### src/pfm_pkg.sv
package pfm_pkg;

  // Bus and pin geometry
  localparam int unsigned ADDR_W = 32;
  localparam int unsigned DATA_W = 16;
  localparam int unsigned PIN_COUNT = 4;
  localparam int unsigned FIRST_PIN = 2;
  localparam int unsigned ANALOG_LAST_PIN = 3;
  localparam int unsigned DIAG_LAST_PIN = 7;

  // Register offsets, kept as printed
  localparam logic [31:0] PIN2_MODE_OFFSET = 32'h5000300A;
  localparam logic [31:0] PIN3_MODE_OFFSET = 32'h5000300C;
  localparam logic [31:0] PIN4_MODE_OFFSET = 32'h5000300E;
  localparam logic [31:0] PIN5_MODE_OFFSET = 32'h50003010;
  localparam logic [31:0] PIN_STATUS_OFFSET = 32'h50003030;
  localparam logic [31:0] PIN_REFUSED_OFFSET = 32'h50003032;

  // Field positions
  localparam int unsigned FUNC_LSB = 0;
  localparam int unsigned FUNC_MSB = 4;
  localparam int unsigned PULL_LSB = 8;
  localparam int unsigned PULL_MSB = 9;
  localparam int unsigned STATUS_LEVEL_LSB = 0;
  localparam int unsigned STATUS_CONFLICT_LSB = 4;

  // Pull configuration codes and reset values
  localparam logic [1:0] PULL_NONE = 2'h0;
  localparam logic [1:0] PULL_UP = 2'h1;
  localparam logic [1:0] PULL_DOWN = 2'h2;
  localparam logic [1:0] PULL_OUTPUT = 2'h3;
  localparam logic [1:0] PULL_RESET = 2'h2;
  localparam logic [4:0] FUNC_RESET = 5'h00;

  // Peripheral input functions and the level they see when unclaimed
  localparam int unsigned IN_FUNC_COUNT = 9;
  localparam logic [8:0] IN_IDLE_LEVEL = 9'h1FF;

  typedef enum logic [4:0] {
    FUNC_GPIO = 5'h00, FUNC_SA_RX = 5'h01, FUNC_SA_TX = 5'h02, FUNC_SB_RX = 5'h03,
    FUNC_SB_TX = 5'h04, FUNC_SP_DI = 5'h05, FUNC_SP_DO = 5'h06, FUNC_SP_CLK = 5'h07,
    FUNC_SP_EN = 5'h08, FUNC_TW_CLK = 5'h09, FUNC_TW_DATA = 5'h0A, FUNC_SA_IR_RX = 5'h0B,
    FUNC_SA_IR_TX = 5'h0C, FUNC_SB_IR_RX = 5'h0D, FUNC_SB_IR_TX = 5'h0E, FUNC_ANALOG = 5'h0F,
    FUNC_PULSE0 = 5'h10, FUNC_PULSE1 = 5'h11, FUNC_DIAG = 5'h12, FUNC_SA_CTS = 5'h13,
    FUNC_SA_RTS = 5'h14, FUNC_SB_CTS = 5'h15, FUNC_SB_RTS = 5'h16, FUNC_PULSE2 = 5'h17,
    FUNC_PULSE3 = 5'h18, FUNC_PULSE4 = 5'h19
  } pfm_func_t;

  typedef struct packed {
    logic [1:0] pullConfig;
    pfm_func_t functionSelect;
  } pfm_mode_t;

  // Signals the peripherals drive towards the pins
  typedef struct packed {
    logic serialATransmit;
    logic serialBTransmit;
    logic serialAInfraredTransmit;
    logic serialBInfraredTransmit;
    logic serialARequestToSendN;
    logic serialBRequestToSendN;
    logic serialPeriphDataOut;
    logic serialPeriphClock;
    logic serialPeriphEnable;
    logic twoWireClockLow;
    logic twoWireDataLow;
    logic [4:0] pulseOut;
    logic radioDiagOut;
  } pfm_periph_out_t;

  // Signals the pins feed to the peripherals
  typedef struct packed {
    logic serialAReceive;
    logic serialBReceive;
    logic serialPeriphDataIn;
    logic twoWireClockIn;
    logic twoWireDataIn;
    logic serialAInfraredReceive;
    logic serialBInfraredReceive;
    logic serialAClearToSendN;
    logic serialBClearToSendN;
  } pfm_periph_in_t;

  // Returns {pullUp, pullDown} for a pull configuration code
  function automatic logic [1:0] pfm_pull_decode(input logic [1:0] code);
    pfm_pull_decode = {code == PULL_UP, code == PULL_DOWN};
  endfunction : pfm_pull_decode

endpackage : pfm_pkg

### src/pfm_pin_cell.sv
module pfm_pin_cell #(
  parameter int unsigned PIN_INDEX = 2
) (
  input pfm_pkg::pfm_mode_t mode,
  input pfm_pkg::pfm_periph_out_t periphOut,
  input logic gpioOut,
  output logic next_padOut,
  output logic next_padOe,
  output logic next_pullUp,
  output logic next_pullDown,
  output logic next_analog,
  output logic next_refused,
  output pfm_pkg::pfm_periph_in_t claim
);

  logic [1:0] pulls;

  // Port function is the fallback; each selected function overrides it
  always_comb begin
    pulls = pfm_pkg::pfm_pull_decode(mode.pullConfig);
    claim = '0;
    next_padOut = gpioOut;
    next_padOe = (mode.pullConfig == pfm_pkg::PULL_OUTPUT);
    next_analog = 1'b0;
    next_refused = 1'b0;
    unique case (mode.functionSelect)
      pfm_pkg::FUNC_GPIO: begin
        next_refused = 1'b0;
      end
      pfm_pkg::FUNC_SA_RX: begin next_padOe = 1'b0; claim.serialAReceive = 1'b1; end
      pfm_pkg::FUNC_SA_TX: begin next_padOe = 1'b1; next_padOut = periphOut.serialATransmit; end
      pfm_pkg::FUNC_SB_RX: begin next_padOe = 1'b0; claim.serialBReceive = 1'b1; end
      pfm_pkg::FUNC_SB_TX: begin next_padOe = 1'b1; next_padOut = periphOut.serialBTransmit; end
      pfm_pkg::FUNC_SP_DI: begin next_padOe = 1'b0; claim.serialPeriphDataIn = 1'b1; end
      pfm_pkg::FUNC_SP_DO: begin next_padOe = 1'b1; next_padOut = periphOut.serialPeriphDataOut; end
      pfm_pkg::FUNC_SP_CLK: begin next_padOe = 1'b1; next_padOut = periphOut.serialPeriphClock; end
      pfm_pkg::FUNC_SP_EN: begin next_padOe = 1'b1; next_padOut = periphOut.serialPeriphEnable; end
      // Two-wire lines are open drain: only ever pulled low
      pfm_pkg::FUNC_TW_CLK: begin
        next_padOe = periphOut.twoWireClockLow;
        next_padOut = 1'b0;
        claim.twoWireClockIn = 1'b1;
      end
      pfm_pkg::FUNC_TW_DATA: begin
        next_padOe = periphOut.twoWireDataLow;
        next_padOut = 1'b0;
        claim.twoWireDataIn = 1'b1;
      end
      pfm_pkg::FUNC_SA_IR_RX: begin next_padOe = 1'b0; claim.serialAInfraredReceive = 1'b1; end
      pfm_pkg::FUNC_SA_IR_TX: begin
        next_padOe = 1'b1;
        next_padOut = periphOut.serialAInfraredTransmit;
      end
      pfm_pkg::FUNC_SB_IR_RX: begin next_padOe = 1'b0; claim.serialBInfraredReceive = 1'b1; end
      pfm_pkg::FUNC_SB_IR_TX: begin
        next_padOe = 1'b1;
        next_padOut = periphOut.serialBInfraredTransmit;
      end
      // Pins above the analog range stay on the port function
      pfm_pkg::FUNC_ANALOG: begin
        if (PIN_INDEX <= pfm_pkg::ANALOG_LAST_PIN) begin
          next_padOe = 1'b0;
          next_analog = 1'b1;
        end else begin
          next_refused = 1'b1;
        end
      end
      pfm_pkg::FUNC_PULSE0: begin next_padOe = 1'b1; next_padOut = periphOut.pulseOut[0]; end
      pfm_pkg::FUNC_PULSE1: begin next_padOe = 1'b1; next_padOut = periphOut.pulseOut[1]; end
      pfm_pkg::FUNC_DIAG: begin
        if (PIN_INDEX <= pfm_pkg::DIAG_LAST_PIN) begin
          next_padOe = 1'b1;
          next_padOut = periphOut.radioDiagOut;
        end else begin
          next_refused = 1'b1;
        end
      end
      pfm_pkg::FUNC_SA_CTS: begin next_padOe = 1'b0; claim.serialAClearToSendN = 1'b1; end
      pfm_pkg::FUNC_SA_RTS: begin next_padOe = 1'b1; next_padOut = periphOut.serialARequestToSendN; end
      pfm_pkg::FUNC_SB_CTS: begin next_padOe = 1'b0; claim.serialBClearToSendN = 1'b1; end
      pfm_pkg::FUNC_SB_RTS: begin next_padOe = 1'b1; next_padOut = periphOut.serialBRequestToSendN; end
      pfm_pkg::FUNC_PULSE2: begin next_padOe = 1'b1; next_padOut = periphOut.pulseOut[2]; end
      pfm_pkg::FUNC_PULSE3: begin next_padOe = 1'b1; next_padOut = periphOut.pulseOut[3]; end
      pfm_pkg::FUNC_PULSE4: begin next_padOe = 1'b1; next_padOut = periphOut.pulseOut[4]; end
      // Codes 26 to 31 have no function behind them
      default: begin
        next_refused = 1'b1;
      end
    endcase
    // Resistors only on a pin that is not driven and not analog
    next_pullUp = pulls[1] & ~next_padOe & ~next_analog;
    next_pullDown = pulls[0] & ~next_padOe & ~next_analog;
  end

endmodule : pfm_pin_cell

### src/pfm_port0_pin_function_mux.sv
// Behaviour
// - Pull codes 00, 01, 10 and 11 give input bare, input pulled up, input pulled down, output.
// - Every pin mode register resets with its pull configuration at 0x2, a pulled-down input.
// - A pin routed to the converter input ignores the pull configuration entirely.
// - Function 0 is the plain port pin, with direction and pull from the pull configuration.
// - Functions 1 to 4 are serial A receive, serial A transmit, serial B receive, serial B transmit.
// - Function 15 routes to the converter input, honoured only on port pins 0 to 3.
// - Function 18 drives the radio diagnostic signal, available on port pins 0 to 7.
// - An input function chosen on several pins is fed from the lowest pin, port 0 before port 1.
module pfm_port0_pin_function_mux (
  input logic ref_clk,
  input logic rst,
  input logic [31:0] regAddr,
  input logic [15:0] regWrData,
  input logic regWrStb,
  input logic regRdStb,
  output logic [15:0] regRdData,
  input logic [3:0] padIn,
  output logic [3:0] padOut,
  output logic [3:0] padOe,
  output logic [3:0] pullUpEn,
  output logic [3:0] pullDownEn,
  output logic [3:0] analogEn,
  input logic [3:0] gpioOut,
  output logic [3:0] gpioIn,
  input pfm_pkg::pfm_periph_out_t periphOut,
  input pfm_pkg::pfm_periph_in_t upstreamValid,
  input pfm_pkg::pfm_periph_in_t upstreamLevel,
  output pfm_pkg::pfm_periph_in_t periphIn,
  output pfm_pkg::pfm_periph_in_t periphInValid
);

  localparam int unsigned PC = pfm_pkg::PIN_COUNT;
  localparam int unsigned NF = pfm_pkg::IN_FUNC_COUNT;

  // Mode registers, index 0 is pin 2
  pfm_pkg::pfm_mode_t modeReg [PC];

  // Pin synchroniser stages
  logic [3:0] padInMeta;
  logic [3:0] padInSync;

  // Per-pin decode results
  logic [3:0] nextPadOut;
  logic [3:0] nextPadOe;
  logic [3:0] nextPullUp;
  logic [3:0] nextPullDown;
  logic [3:0] nextAnalog;
  logic [3:0] nextRefused;
  pfm_pkg::pfm_periph_in_t claimArr [PC];

  // Input routing results
  pfm_pkg::pfm_periph_in_t next_periphIn;
  pfm_pkg::pfm_periph_in_t next_periphInValid;
  logic [NF-1:0] next_conflict;

  // Status seen by software
  logic [NF-1:0] conflict;
  logic [3:0] refused;

  // Address decode shared by the write and read paths
  function automatic logic [2:0] slot_of(input logic [31:0] addr);
    unique case (addr)
      pfm_pkg::PIN2_MODE_OFFSET: slot_of = 3'h4;
      pfm_pkg::PIN3_MODE_OFFSET: slot_of = 3'h5;
      pfm_pkg::PIN4_MODE_OFFSET: slot_of = 3'h6;
      pfm_pkg::PIN5_MODE_OFFSET: slot_of = 3'h7;
      default: slot_of = 3'h0;
    endcase
  endfunction : slot_of

  // Decoded slot of the current bus address, shared by both paths
  logic [2:0] slot;
  assign slot = slot_of(regAddr);

  // Packs a mode register into its 16-bit register image
  function automatic logic [15:0] image_of(input pfm_pkg::pfm_mode_t m);
    logic [15:0] img;
    img = 16'h0000;
    img[pfm_pkg::PULL_MSB:pfm_pkg::PULL_LSB] = m.pullConfig;
    img[pfm_pkg::FUNC_MSB:pfm_pkg::FUNC_LSB] = m.functionSelect;
    image_of = img;
  endfunction : image_of

  // Mode register writes; reserved bits are simply not stored
  always_ff @(posedge ref_clk) begin
    if (rst) begin
      for (int i = 0; i < PC; i++) begin
        modeReg[i].pullConfig <= pfm_pkg::PULL_RESET;
        modeReg[i].functionSelect <= pfm_pkg::FUNC_GPIO;
      end
    end else if (regWrStb && slot[2]) begin
      modeReg[slot[1:0]].pullConfig <=
        regWrData[pfm_pkg::PULL_MSB:pfm_pkg::PULL_LSB];
      modeReg[slot[1:0]].functionSelect <=
        pfm_pkg::pfm_func_t'(regWrData[pfm_pkg::FUNC_MSB:pfm_pkg::FUNC_LSB]);
    end
  end

  // Read data stands only in the cycle after the strobe, zero otherwise
  always_ff @(posedge ref_clk) begin
    if (rst) begin
      regRdData <= 16'h0000;
    end else if (!regRdStb) begin
      regRdData <= 16'h0000;
    end else if (slot[2]) begin
      regRdData <= image_of(modeReg[slot[1:0]]);
    end else if (regAddr == pfm_pkg::PIN_STATUS_OFFSET) begin
      regRdData <= 16'({conflict, padInSync}); // pin levels low, conflicts above
    end else if (regAddr == pfm_pkg::PIN_REFUSED_OFFSET) begin
      regRdData <= {12'h000, refused};
    end else begin
      regRdData <= 16'h0000; // Unmapped address reads as zero
    end
  end

  // Two-stage synchroniser; pins are asynchronous to ref_clk
  always_ff @(posedge ref_clk) begin
    if (rst) begin
      padInMeta <= 4'h0;
      padInSync <= 4'h0;
    end else begin
      padInMeta <= padIn;
      padInSync <= padInMeta;
    end
  end

  // One decode cell per pin, each knowing its own pin number
  for (genvar p = 0; p < PC; p++) begin : g_pin
    pfm_pin_cell #(
      .PIN_INDEX(pfm_pkg::FIRST_PIN + p)
    ) u_cell (
      .mode(modeReg[p]),
      .periphOut(periphOut),
      .gpioOut(gpioOut[p]),
      .next_padOut(nextPadOut[p]),
      .next_padOe(nextPadOe[p]),
      .next_pullUp(nextPullUp[p]),
      .next_pullDown(nextPullDown[p]),
      .next_analog(nextAnalog[p]),
      .next_refused(nextRefused[p]),
      .claim(claimArr[p])
    );
  end

  // Input routing: lower pins on port 0 arrive as the upstream claim and
  // win outright; among our pins the scan runs downwards so the lowest
  // claimant is assigned last and therefore wins.
  always_comb begin
    next_periphIn = pfm_pkg::pfm_periph_in_t'(pfm_pkg::IN_IDLE_LEVEL);
    next_periphInValid = upstreamValid;
    for (int f = 0; f < NF; f++) begin
      if (upstreamValid[f]) begin
        next_periphIn[f] = upstreamLevel[f];
      end else begin
        for (int p = PC - 1; p >= 0; p--) begin
          if (claimArr[p][f]) begin
            next_periphIn[f] = padInSync[p];
            next_periphInValid[f] = 1'b1;
          end
        end
      end
    end
  end

  // Flags an input function claimed on more than one of our pins or
  // already claimed upstream; the lower pin still wins, this only reports.
  always_comb begin
    logic seen;
    seen = 1'b0;
    next_conflict = '0;
    for (int f = 0; f < NF; f++) begin
      seen = upstreamValid[f];
      for (int p = 0; p < PC; p++) begin
        if (claimArr[p][f]) begin
          if (seen) begin
            next_conflict[f] = 1'b1;
          end
          seen = 1'b1;
        end
      end
    end
  end

  // Pin drive and resistor controls, registered for clean pad timing
  always_ff @(posedge ref_clk) begin
    if (rst) begin
      padOut <= 4'h0;
      padOe <= 4'h0;
      pullUpEn <= 4'h0;
      pullDownEn <= 4'hF; // Pulled-down inputs from reset
      analogEn <= 4'h0;
    end else begin
      padOut <= nextPadOut;
      padOe <= nextPadOe;
      pullUpEn <= nextPullUp;
      pullDownEn <= nextPullDown;
      analogEn <= nextAnalog;
    end
  end

  // Peripheral input levels, one cycle behind the synchroniser
  always_ff @(posedge ref_clk) begin
    if (rst) begin
      periphIn <= pfm_pkg::pfm_periph_in_t'(pfm_pkg::IN_IDLE_LEVEL);
      periphInValid <= '0;
    end else begin
      periphIn <= next_periphIn;
      periphInValid <= next_periphInValid;
    end
  end

  // Port-function input levels; all pins are visible whatever their function
  always_ff @(posedge ref_clk) begin
    if (rst) begin
      gpioIn <= 4'h0;
    end else begin
      gpioIn <= padInSync;
    end
  end

  // Status for software: live, not sticky, so no clear is needed
  always_ff @(posedge ref_clk) begin
    if (rst) begin
      conflict <= '0;
      refused <= 4'h0;
    end else begin
      conflict <= next_conflict;
      refused <= nextRefused;
    end
  end

endmodule : pfm_port0_pin_function_mux

### config.mk
export PLATFORM = sky130hd
export DESIGN_NAME = pfm_port0_pin_function_mux
export DESIGN_NICKNAME = d
export VERILOG_FILES = /design/src/pfm_pkg.sv /design/src/pfm_pin_cell.sv /design/src/pfm_port0_pin_function_mux.sv
export SDC_FILE = /design/constraint.sdc
export NUM_CORES = 1
export LEC_CHECK = 0
export BUFFER_PORTS_ARGS = -buffer_cell sky130_fd_sc_hd__buf_2
export CAP_MARGIN = 20
export CORE_ASPECT_RATIO = 1.1
export CORE_UTILIZATION = 40
export CTS_CLUSTER_DIAMETER = 100
export DETAILED_ROUTE_END_ITERATION = 6
export PLACE_DENSITY = 0.65
export RECOVER_POWER = 25
export SYNTH_ARGS = -nofsm -noshare
export SYNTH_HDL_FRONTEND = slang
export SYNTH_SLANG_ARGS = --single-unit
### constraint.sdc
create_clock -name ref_clk -period 2.4 [get_ports ref_clk]
set_input_delay 0.24 -clock ref_clk [delete_from_list [all_inputs] [get_ports ref_clk]]
set_output_delay 0.24 -clock ref_clk [all_outputs]
set_load 0.05 [all_outputs]
==> reports/qor.txt, run 1 <==
CTS Sinks - 102
placed cell area - 0.006930 sq mm
Internal Pwr Total - 2.938 mW
worst endpoint required time - 2640 ps
sequential area share after synthesis - 38.36%
Post-Place Cells - 991
drt total wl - 19270 um
Slew HR - 56.81%
# IOs - 153
VDD IR max - 330.7 uV
Final TNS setup - 0 ps
Max Clock Freq - 0.4781 GHz
Critical Path End Type - flip-flop
First DRT Iteration DRCs - 479
Inserted Diodes - 0
Fin Clk Skew - 12.06 ps
sw frac - 29.71%
Slew @ Worst Pin - 647.9 ps
fin crit share - 87.14%
vias in the first global route - 5532
Gate power share - 19.0%
DR DRC count - 0
clock root buffer - clkbuf_16
fraction of registers with async set/reset - 0%
prevailing post-synth register cell - dfxtp_1
Hold WC Path Type - primary input to flip-flop
layout cells sized above 1 - 21.84%
die area - 0.01563 sq mm
CTS Hold Bufs - 0
Hold Crit Start - upstreamLevel[2]
Synth area leader - dfxtp_1
initial antenna violation count - 0
synth top area cells - dfxtp_1, edfxtp_1, and2_1
Cell Pwr Density - 581.6 mW/mm^2
commonest non-fill, non-tap cell in the layout - buf_2
Die W - 119.3 um
Post-Syn Area - 0.006055 sq mm
WS Path Type - flip-flop to flip-flop
minimum clock period after layout - 2091 ps
Cells after Synth - 684
CTS tree - built
clk_lat worst skew - 360 ps
switching power - 1.242 mW
DRT antenna net count - 0
Clock H-tree levels - 3
number of vias per cell - 5.882
Arr. time, crit path - 2340 ps
Mean Syn Cell Area - 8.852 sq um
clock transition at the registers of the reported paths - 70 ps
core area - 0.01462 sq mm
Final Slew Violations - 0
count of final setup violators - 0
Post-CTS Setup Bufs - 0
Clock power frac - 35.0%
Synth Warn # - 0
nets@finish - 905
final hold violation count - 0
Reg power frac - 46.0%
Starting Density - 41.42%
status - complete, no violations
Final WS setup - 308.6 ps
gr usage total - 24.98%
most frequent cells in the layout - buf_2, dfxtp_1, nor2_1, a21oi_1, clkbuf_1
Port Buf Inserts - 138
crit path max fanout - 10
largest net degree at the start of global routing - 35
count of different cell masters after synthesis - 81
First-pass DRT Iterations - 6
Design Area, Final - 0.007187 sq mm
crit path launch type - flip-flop
total CTS buffers - 9
Area Overhead vs Synth - 18.70%
Cell Rows - 46
Leak Pwr - 2.832 nW
GPL Wtd Cong - 0.9541
post-detail-place hpwl - 14680 um
crit path from - modeReg[3][0]
final std cells w/o fill - 1007
RSZ-0062 raised after global routing - false
number of synthesized register bits - 102
Via Count - 5923
top cell type's share of synthesized area - 24.47%
first-pass GRT wire length - 29710 um
global route overflow - 0
Post-synth EDFFs - 28
Reg-to-Reg Start - modeReg[3][0]
post-place setup slack - 303.7 ps
CTS Buffer Depth - 2
Wirelength per Cell - 19.13 um
Max Cap Viol - 0
Chip Height - 131.0 um
Core Util, Final - 49.16%
Resize count post-CTS - 0
==> power by group through the flow <==
| stage | Combinational (mW) | Clock (mW) | Sequential, mW |
|---|---|---|---|
| 2_1_floorplan | 0.413 | 0 | 2.07 |
| 3_3_place_gp | 0.780 | 0 | 1.96 |
| 3_5_place_dp | 0.793 | 0 | 1.96 |
| 4_1_cts | 0.796 | 1.49 | 1.92 |
| 5_1_grt | 0.852 | 1.56 | 1.93 |
| 6_report | 0.795 | 1.46 | 1.92 |
==> metrics by stage <==
step | power [mW] | hold slack, ps
floorplan | 2.479 | 340.9
CTS | 4.208 | 78.57
detailed placement | 2.752 | 411.3
finish | 4.180 | 92.12
global placement | 2.736 | 408.9
global route | 4.340 | 88.29
==> synth_stat cells, types with 4 or more instances <==
| library cell | number |
|---|---|
| nor3_2 | 4 |
| buf_1 | 5 |
| or3_1 | 6 |
| a22oi_1 | 4 |
| and3_1 | 7 |
| and4b_1 | 4 |
| mux2i_1 | 20 |
| nand3b_1 | 10 |
| a211o_1 | 5 |
| a21oi_1 | 38 |
| a2111oi_0 | 4 |
| nor4b_1 | 5 |
| nor4_1 | 11 |
| a211oi_1 | 13 |
| nor3b_1 | 6 |
| o21ai_0 | 19 |
| o21bai_1 | 5 |
| inv_1 | 14 |
| nand2_1 | 33 |
| a32oi_1 | 5 |
| nor3_1 | 31 |
| o31ai_1 | 4 |
| nand2b_1 | 25 |
| buf_4 | 9 |
| buf_2 | 23 |
| o22ai_1 | 13 |
| a221oi_1 | 5 |
| a31oi_1 | 5 |
| mux2_2 | 7 |
| dfxtp_1 | 74 |
| a311oi_1 | 8 |
| nand3_1 | 21 |
| nor2b_1 | 23 |
| nor2_1 | 47 |
| or2_2 | 6 |
| o2bb2ai_1 | 5 |
| maj3_1 | 8 |
| and2_1 | 33 |
| clkbuf_1 | 17 |
| nand4_1 | 5 |
| edfxtp_1 | 28 |
==> cell families after synthesis <==
| group | synth area share (%) |
|---|---|
| adder cells (fa/ha/maj) | 1.323 |
| multiplexers | 4.608 |
| other | 0.06194 |
| flip-flops | 38.36 |
| buffers and inverters | 5.621 |
| AO/OA/AOI/OAI | 20.33 |
| AND/OR/NAND/NOR | 29.26 |
| XOR/XNOR | 0.4341 |
==> worst max-delay path: stages (launching register included) <==
cell	delay, ps
edfxtp_1	570
nand3b_1	320
a2111oi_0	540
or3_1	180
a311oi_1	90
a211o_1	270
==> layer usage <==
metal  wire (um)  global-route usage (%)  vias up
li1            -                       -     2809
met1        7981                   31.02     2758
met2        9028                   41.93      303
met3        1516                   4.427       53
met4         740                   12.72        0
met5           0                       0        -
==> path summary, 6_finish.rpt <==
path | to | slack [ps] | cells after the start
max | periphIn[2] | 310 | 5
min | periphIn[2] | 90 | 2
max reg2reg | periphIn[2] | 310 | 5
min reg2reg | regRdData[7] | 420 | 1
==> flip-flops by register name, indices dropped and copies added, names as in the netlist, 9 cells and up <==
signal	count
periphIn	9
modeReg	28
periphInValid	9
regRdData	13
conflict	9
==> layout make-up <==
cell class	count	area (sq um)
Clock buffer	11	275.3
Clock inverter	5	28.78
Fill cell	1463	7432
Inverter	14	52.55
Multi-Input combinational cell	516	3407
Sequential cell	102	2322
Tap cell	192	240.2
Timing Repair Buffer	167	860.8
(Power assumes the default switching activity.)
==> run 2, diff against run 1 <==
--- a/config.mk
+++ b/config.mk
@@ -5,8 +5,8 @@
 export SDC_FILE = /design/constraint.sdc
 export NUM_CORES = 1
 export LEC_CHECK = 0
-export BUFFER_PORTS_ARGS = -buffer_cell sky130_fd_sc_hd__buf_2
-export CAP_MARGIN = 20
+export BUFFER_PORTS_ARGS = -buffer_cell sky130_fd_sc_hd__clkbuf_2
+export CAP_MARGIN = 0
 export CORE_ASPECT_RATIO = 1.1
 export CORE_UTILIZATION = 40
 export CTS_CLUSTER_DIAMETER = 100
==> reports/qor.txt, run 2 (synthesis gave the netlist of run 1 again) <==
vias in the first global route - 5429 (-1.9%)
RSZ-0062 raised after global routing - false
Reg area - 0.002322 sq mm (unchanged)
Max Cap Viol - 0 (unchanged)
global route overflow - 0 (unchanged)
Top reg by flops - modeReg
Port Buf Inserts - 138 (unchanged)
count of final setup violators - 0 (unchanged)
fin crit share - 88.08% (+0.93 points)
Cell Rows - 46 (unchanged)
layout cells sized above 1 - 22.47% (+0.63 points)
Hold WC Path Type - primary input to flip-flop
core area - 0.01462 sq mm (unchanged)
Final Slew Violations - 0 (unchanged)
Max Clock Freq - 0.4731 GHz (-1.1%)
Fin Clk Skew - 6.856 ps (-5.209 ps)
GPL Wtd Cong - 0.9119 (-4.4%)
DRT antenna net count - 0 (unchanged)
die area - 0.01563 sq mm (unchanged)
drt total wl - 19120 um (-0.74%)
worst endpoint required time - 2610 ps (-30 ps)
Slew @ Worst Pin - 654.0 ps (+6.120 ps)
commonest non-fill, non-tap cell in the layout - clkbuf_2
status - complete, no violations
DR DRC count - 0 (unchanged)
minimum clock period after layout - 2114 ps (+22.40 ps)
Resize count post-CTS - 0 (unchanged)
Final TNS setup - 0 ps (unchanged)
final hold violation count - 0 (unchanged)
total CTS buffers - 9 (unchanged)
most frequent cells in the layout - clkbuf_2, dfxtp_1, nor2_1, a21oi_1, clkbuf_1
Area Overhead vs Synth - 19.26%
Starting Density - 41.42% (unchanged)
clk_lat worst skew - 360 ps (about the same)
VDD IR max - 335.0 uV (+1.3%)
Final Power - 4.211 mW (+0.75%)
top flop regs - modeReg x28, regRdData x13
Fin Hold WS - 86.62 ps (-5.495 ps)
CTS Sinks - 102 (unchanged)
nets@finish - 909 (+0.44%)
Cell Pwr Density - 583.2 mW/mm^2 (+0.28%)
Slew HR - 56.40% (-0.41 points)
Critical Path End Type - flip-flop
CTS tree - built
first-pass GRT wire length - 29020 um (-2.3%)
Post-CTS Setup Bufs - 0 (unchanged)
# IOs - 153 (unchanged)
First DRT Iteration DRCs - 550 (+15%)
final std cells w/o fill - 1011 (+0.40%)
First-pass DRT Iterations - 6 (unchanged)
Core Util, Final - 49.39% (+0.23 points)
Wirelength per Cell - 18.92 um (-1.1%)
largest net degree at the start of global routing - 38 (+8.6%)
Arr. time, crit path - 2330 ps (about the same)
WS Path Type - flip-flop to flip-flop
post-detail-place hpwl - 14840 um (+1.1%)
Leak Pwr - 2.864 nW (+1.1%)
multi-input logic area - 0.003407 sq mm (unchanged)
gr usage total - 24.56% (-0.41 points)
Post-Place Cells - 995 (+0.40%)
Inserted Diodes - 0 (unchanged)
clock root buffer - clkbuf_16
number of vias per cell - 5.822 (-1.0%)
Chip Height - 131.0 um (unchanged)
initial antenna violation count - 0 (unchanged)
Die W - 119.3 um (unchanged)
Via Count - 5886 (-0.62%)
Filler cells - 1424 (-2.7%)
clock transition at the registers of the reported paths - 70 ps (about the same)
CTS Buffer Depth - 2 (unchanged)
crit path launch type - flip-flop
Largest register FFs - 28 (unchanged)
CTS Hold Bufs - 0 (unchanged)
Clock H-tree levels - 3 (unchanged)
crit path max fanout - 16 (+6)
==> run 2: worst paths after layout <==
kind,start,end,slack (ps),cells past startpoint
max reg2reg,modeReg[3][3],conflict[0],290,5
min reg2reg,conflict[3],regRdData[7],430,1
max,modeReg[3][3],conflict[0],290,5
min,padIn[1],padInMeta[1],90,2
==> run 2: critical path, stage by stage, from the launching register on <==
cell and delay, ps:
edfxtp_1 670, nand2b_1 310, nor2_1 260, maj3_1 220, o22ai_1 80, a211oi_1 430
==> run 2: where the power goes <==
| group | total (mW) | switching, mW | internal (mW) |
|---|---|---|---|
| logic | 0.795 | 0.520 | 0.275 |
| registers | 1.93 | 0.0816 | 1.85 |
| clock network | 1.49 | 0.647 | 0.843 |
==> run 2: cell type report <==
type | instances | area share, %
multi-input cells | 516 | 47.18
flip-flops and latches | 102 | 32.16
repair buffers | 171 | 12.34
well taps | 192 | 3.327
clock buffers | 10 | 3.310
clock inverters | 6 | 0.9530
inverters | 14 | 0.7278
==> run 2: per-layer routing <==
metal  part of all wire (%)  GRT usage, %  vias to the layer above
li1                       -             -                     2821
met1                     42         30.80                     2760
met2                     47         40.12                      261
met3                    7.4         4.123                       44
met4                    3.7         14.49                        0
met5                      0             0                        -
==> run 2: metrics by stage <==
stage          area (sq um)  setup WS [ps]
2_1_floorplan          6070          544.4
3_3_place_gp           6960          328.2
3_5_place_dp           6960          295.0
4_1_cts                7268          316.6
5_1_grt                7221          182.6
6_report               7221          286.2
==> run 3, diff against run 2 <==
--- a/config.mk
+++ b/config.mk
@@ -11,8 +11,9 @@
 export CORE_UTILIZATION = 40
 export CTS_CLUSTER_DIAMETER = 100
 export DETAILED_ROUTE_END_ITERATION = 6
-export PLACE_DENSITY = 0.65
+export PLACE_DENSITY = 0.64
 export RECOVER_POWER = 25
 export SYNTH_ARGS = -nofsm -noshare
 export SYNTH_HDL_FRONTEND = slang
+export SYNTH_HIERARCHICAL = 1
 export SYNTH_SLANG_ARGS = --single-unit
==> reports/qor.txt, run 3 <==
status - finished with violations
failing checks - DRC
Final Slew Violations - 0 (unchanged)
VDD IR max - 342.3 uV (+2.2%)
vias in the first global route - 5235 (-3.6%)
initial antenna violation count - 0 (unchanged)
Max Clock Freq - 0.4923 GHz (+4.1%)
First-pass DRT Iterations - 7 (+1)
WS Path Type - flip-flop to flip-flop
R2R cell count - 7 (+2)
Wirelength per Cell - 16.85 um (-11%)
crit path launch type - flip-flop
clock root buffer - clkbuf_16
Post-synth top cells - dfxtp_1, nor2b_1, nor2_1
layout cells sized above 1 - 24.97% (+2.5 points)
RR Endpoint - periphIn[3]
Chip Height - 136.0 um (+3.8%)
most common cell in the netlist - dfxtp_1
fraction of registers with async set/reset - 0% (unchanged)
clock transition at the registers of the reported paths - 80 ps (about the same)
Via Count - 5871 (-0.25%)
Post-Syn Area - 0.006526 sq mm (+7.8%)
Post-CTS Setup Bufs - 0 (unchanged)
Cell Chain, Critical Path - inv_2 > nand3_1 > nor2_1 > nor3b_1 > o311ai_0 > o21ai_0 > o21ai_0
Slew @ Worst Pin - 1031 ps (+377.4 ps)
Post-synth EDFFs - 28 (unchanged)
Clock H-tree levels - 3 (unchanged)
count of different cell masters after synthesis - 73 (-9.9%)
stages on the worst setup path - 7 (+2)
crit path max fanout - 6 (-10)
Final TNS setup - 0 ps (unchanged)
Cell Rows - 48 (+4.3%)
Largest register FFs - 28 (unchanged)
Hold WC Path Type - primary input to flip-flop
Reg-to-Reg Start - modeReg[2][4]
count of final setup violators - 0 (unchanged)
DR DRC count - 3 (+3)
top cell type's share of synthesized area - 23.31% (-1.2 points)
number of vias per cell - 5.575 (-4.2%)
commonest non-fill, non-tap cell in the layout - clkbuf_2
core area - 0.01580 sq mm (+8.0%)
Starting Density - 41.32% (-0.097 points)
Arr. time, crit path - 2320 ps (about the same)
fin crit share - 84.64% (-3.4 points)
prevailing post-synth register cell - dfxtp_1
Inserted Diodes - 0 (unchanged)
top flop regs - modeReg x28, regRdData x13
First DRT Iteration DRCs - 408 (-26%)
largest net degree at the start of global routing - 53 (+39%)
most frequent cells in the layout - clkbuf_2, dfxtp_1, nor2b_1, nor2_1, buf_4
Critical Path End Type - flip-flop
WP buf/inv - 1 (+1)
Final Power - 4.260 mW (+1.2%)
post-detail-place hpwl - 13950 um (-6.0%)
Synth Warn # - 6 (+6)
Resize count post-CTS - 0 (unchanged)
Fin Hold WS - 81.45 ps (-5.177 ps)
die area - 0.01683 sq mm (+7.7%)
crit path from - modeReg[2][4]
clk_lat worst skew - 360 ps (about the same)
total CTS buffers - 9 (unchanged)
RSZ-0062 raised after global routing - false
first-pass GRT wire length - 27570 um (-5.0%)
Cells after Synth - 709 (+3.7%)
number of synthesized register bits - 104 (+2.0%)
synth top area cells - dfxtp_1, edfxtp_1, nor2b_1
CTS Buffer Depth - 2 (unchanged)
# IOs - 153 (unchanged)
drt total wl - 17750 um (-7.2%)
Top cell by count, worst path - o21ai_0
Top reg by flops - modeReg
Port Buf Inserts - 140 (+1.4%)
Max Cap Viol - 0 (unchanged)
nets@finish - 943 (+3.7%)
CTS Sinks - 104 (+2.0%)
Synth area leader - dfxtp_1
Area Overhead vs Synth - 17.87%
Mean Syn Cell Area - 9.205 sq um (+4.0%)
Fin Clk Skew - 9.262 ps (+2.406 ps)
gr usage total - 21.76% (-2.8 points)
CP max stage cell - edfxtp_1
worst endpoint required time - 2690 ps (+80 ps)
Cell Pwr Density - 553.8 mW/mm^2 (-5.0%)
Crit path max-delay family - simple AND/OR/NAND/NOR gates
Leak Pwr - 3.059 nW (+6.8%)
crit path to - periphIn[3]
minimum clock period after layout - 2031 ps (-82.37 ps)
CTS tree - built
global route overflow - 0 (unchanged)
final hold violation count - 0 (unchanged)
DRT antenna net count - 0 (unchanged)
Die W - 123.8 um (+3.8%)
Critical Path Max Stage Delay - 530 ps (-140 ps)
CTS Hold Bufs - 0 (unchanged)
Slew HR - 31.24% (-25 points)
r2r setup slk - 370 ps (+80 ps)
GPL Wtd Cong - 0.9258 (+1.5%)
sequential area share after synthesis - 36.20% (-2.2 points)
## run 3: cell count changes after synthesis, sizes merged, moves of 10 or more
cell,before,now
a21oi,39,24
nor2b,23,52
nor3,35,14
nor3b,8,18
o21ai,21,35
## run 3: final cells by class
class,count,area (sq um)
tap,200,250.2
multi-input combinational,530,3734
sequential,104,2362
clock buffer,10,250.2
inverter,23,86.33
timing repair buffer,180,954.7
fill,1541,8103
clock inverter,6,55.05
## run 3: metrics by stage
| step | setup WS (ps) | instances | utilization (%) | instance area, sq um |
|---|---|---|---|---|
| 2_1_floorplan | 354.1 | 711 | - | 6534 |
| 3_3_place_gp | 342.6 | 1037 | 47.06 | 7433 |
| 3_5_place_dp | 325.1 | 1037 | 47.06 | 7433 |
| 4_1_cts | 368.2 | 1053 | 48.99 | 7739 |
| 5_1_grt | 192.7 | 1053 | 48.70 | 7692 |
| 6_report | 368.5 | 1053 | 48.70 | 7692 |
## run 3: layer usage
metal  GRT usage [%]  vias up  part of all wire [%]
met2           35.34      209                    48
met1           27.87     2738                    42
met5               0        -                     0
met3           4.027       46                   5.7
met4           9.505        0                   3.7
li1                -     2878                     -
## run 3: where the power goes
| group | total [mW] | internal [mW] | switching [mW] |
|---|---|---|---|
| sequential | 1.96 | 1.88 | 0.0836 |
| clock | 1.49 | 0.789 | 0.703 |
| combinational | 0.805 | 0.298 | 0.507 |
| total | 4.26 | 2.97 | 1.29 |
## run 3: worst min-delay path by stage
stage	start	to	slack (ps)	depth (start not counted)
finish	padIn[0]	padInMeta[0]	80	2
global placement	conflict[7]	regRdData[11]	410	1
CTS	padIn[0]	padInMeta[0]	80	2
detailed placement	conflict[1]	regRdData[5]	420	1
global route	padIn[3]	padInMeta[3]	80	2
floorplan	upstreamValid[0]	periphIn[0]	350	1
## run 3: kinds of logic after synthesis
family	after synthesis	synth area share (%)
simple gates	331	33.15
compound gates	155	17.58
flops	104	36.20
buf+inv	77	6.710
mux	27	4.429
fa+ha+maj	8	1.227
xor+xnor	4	0.5368
other cells	3	0.1725
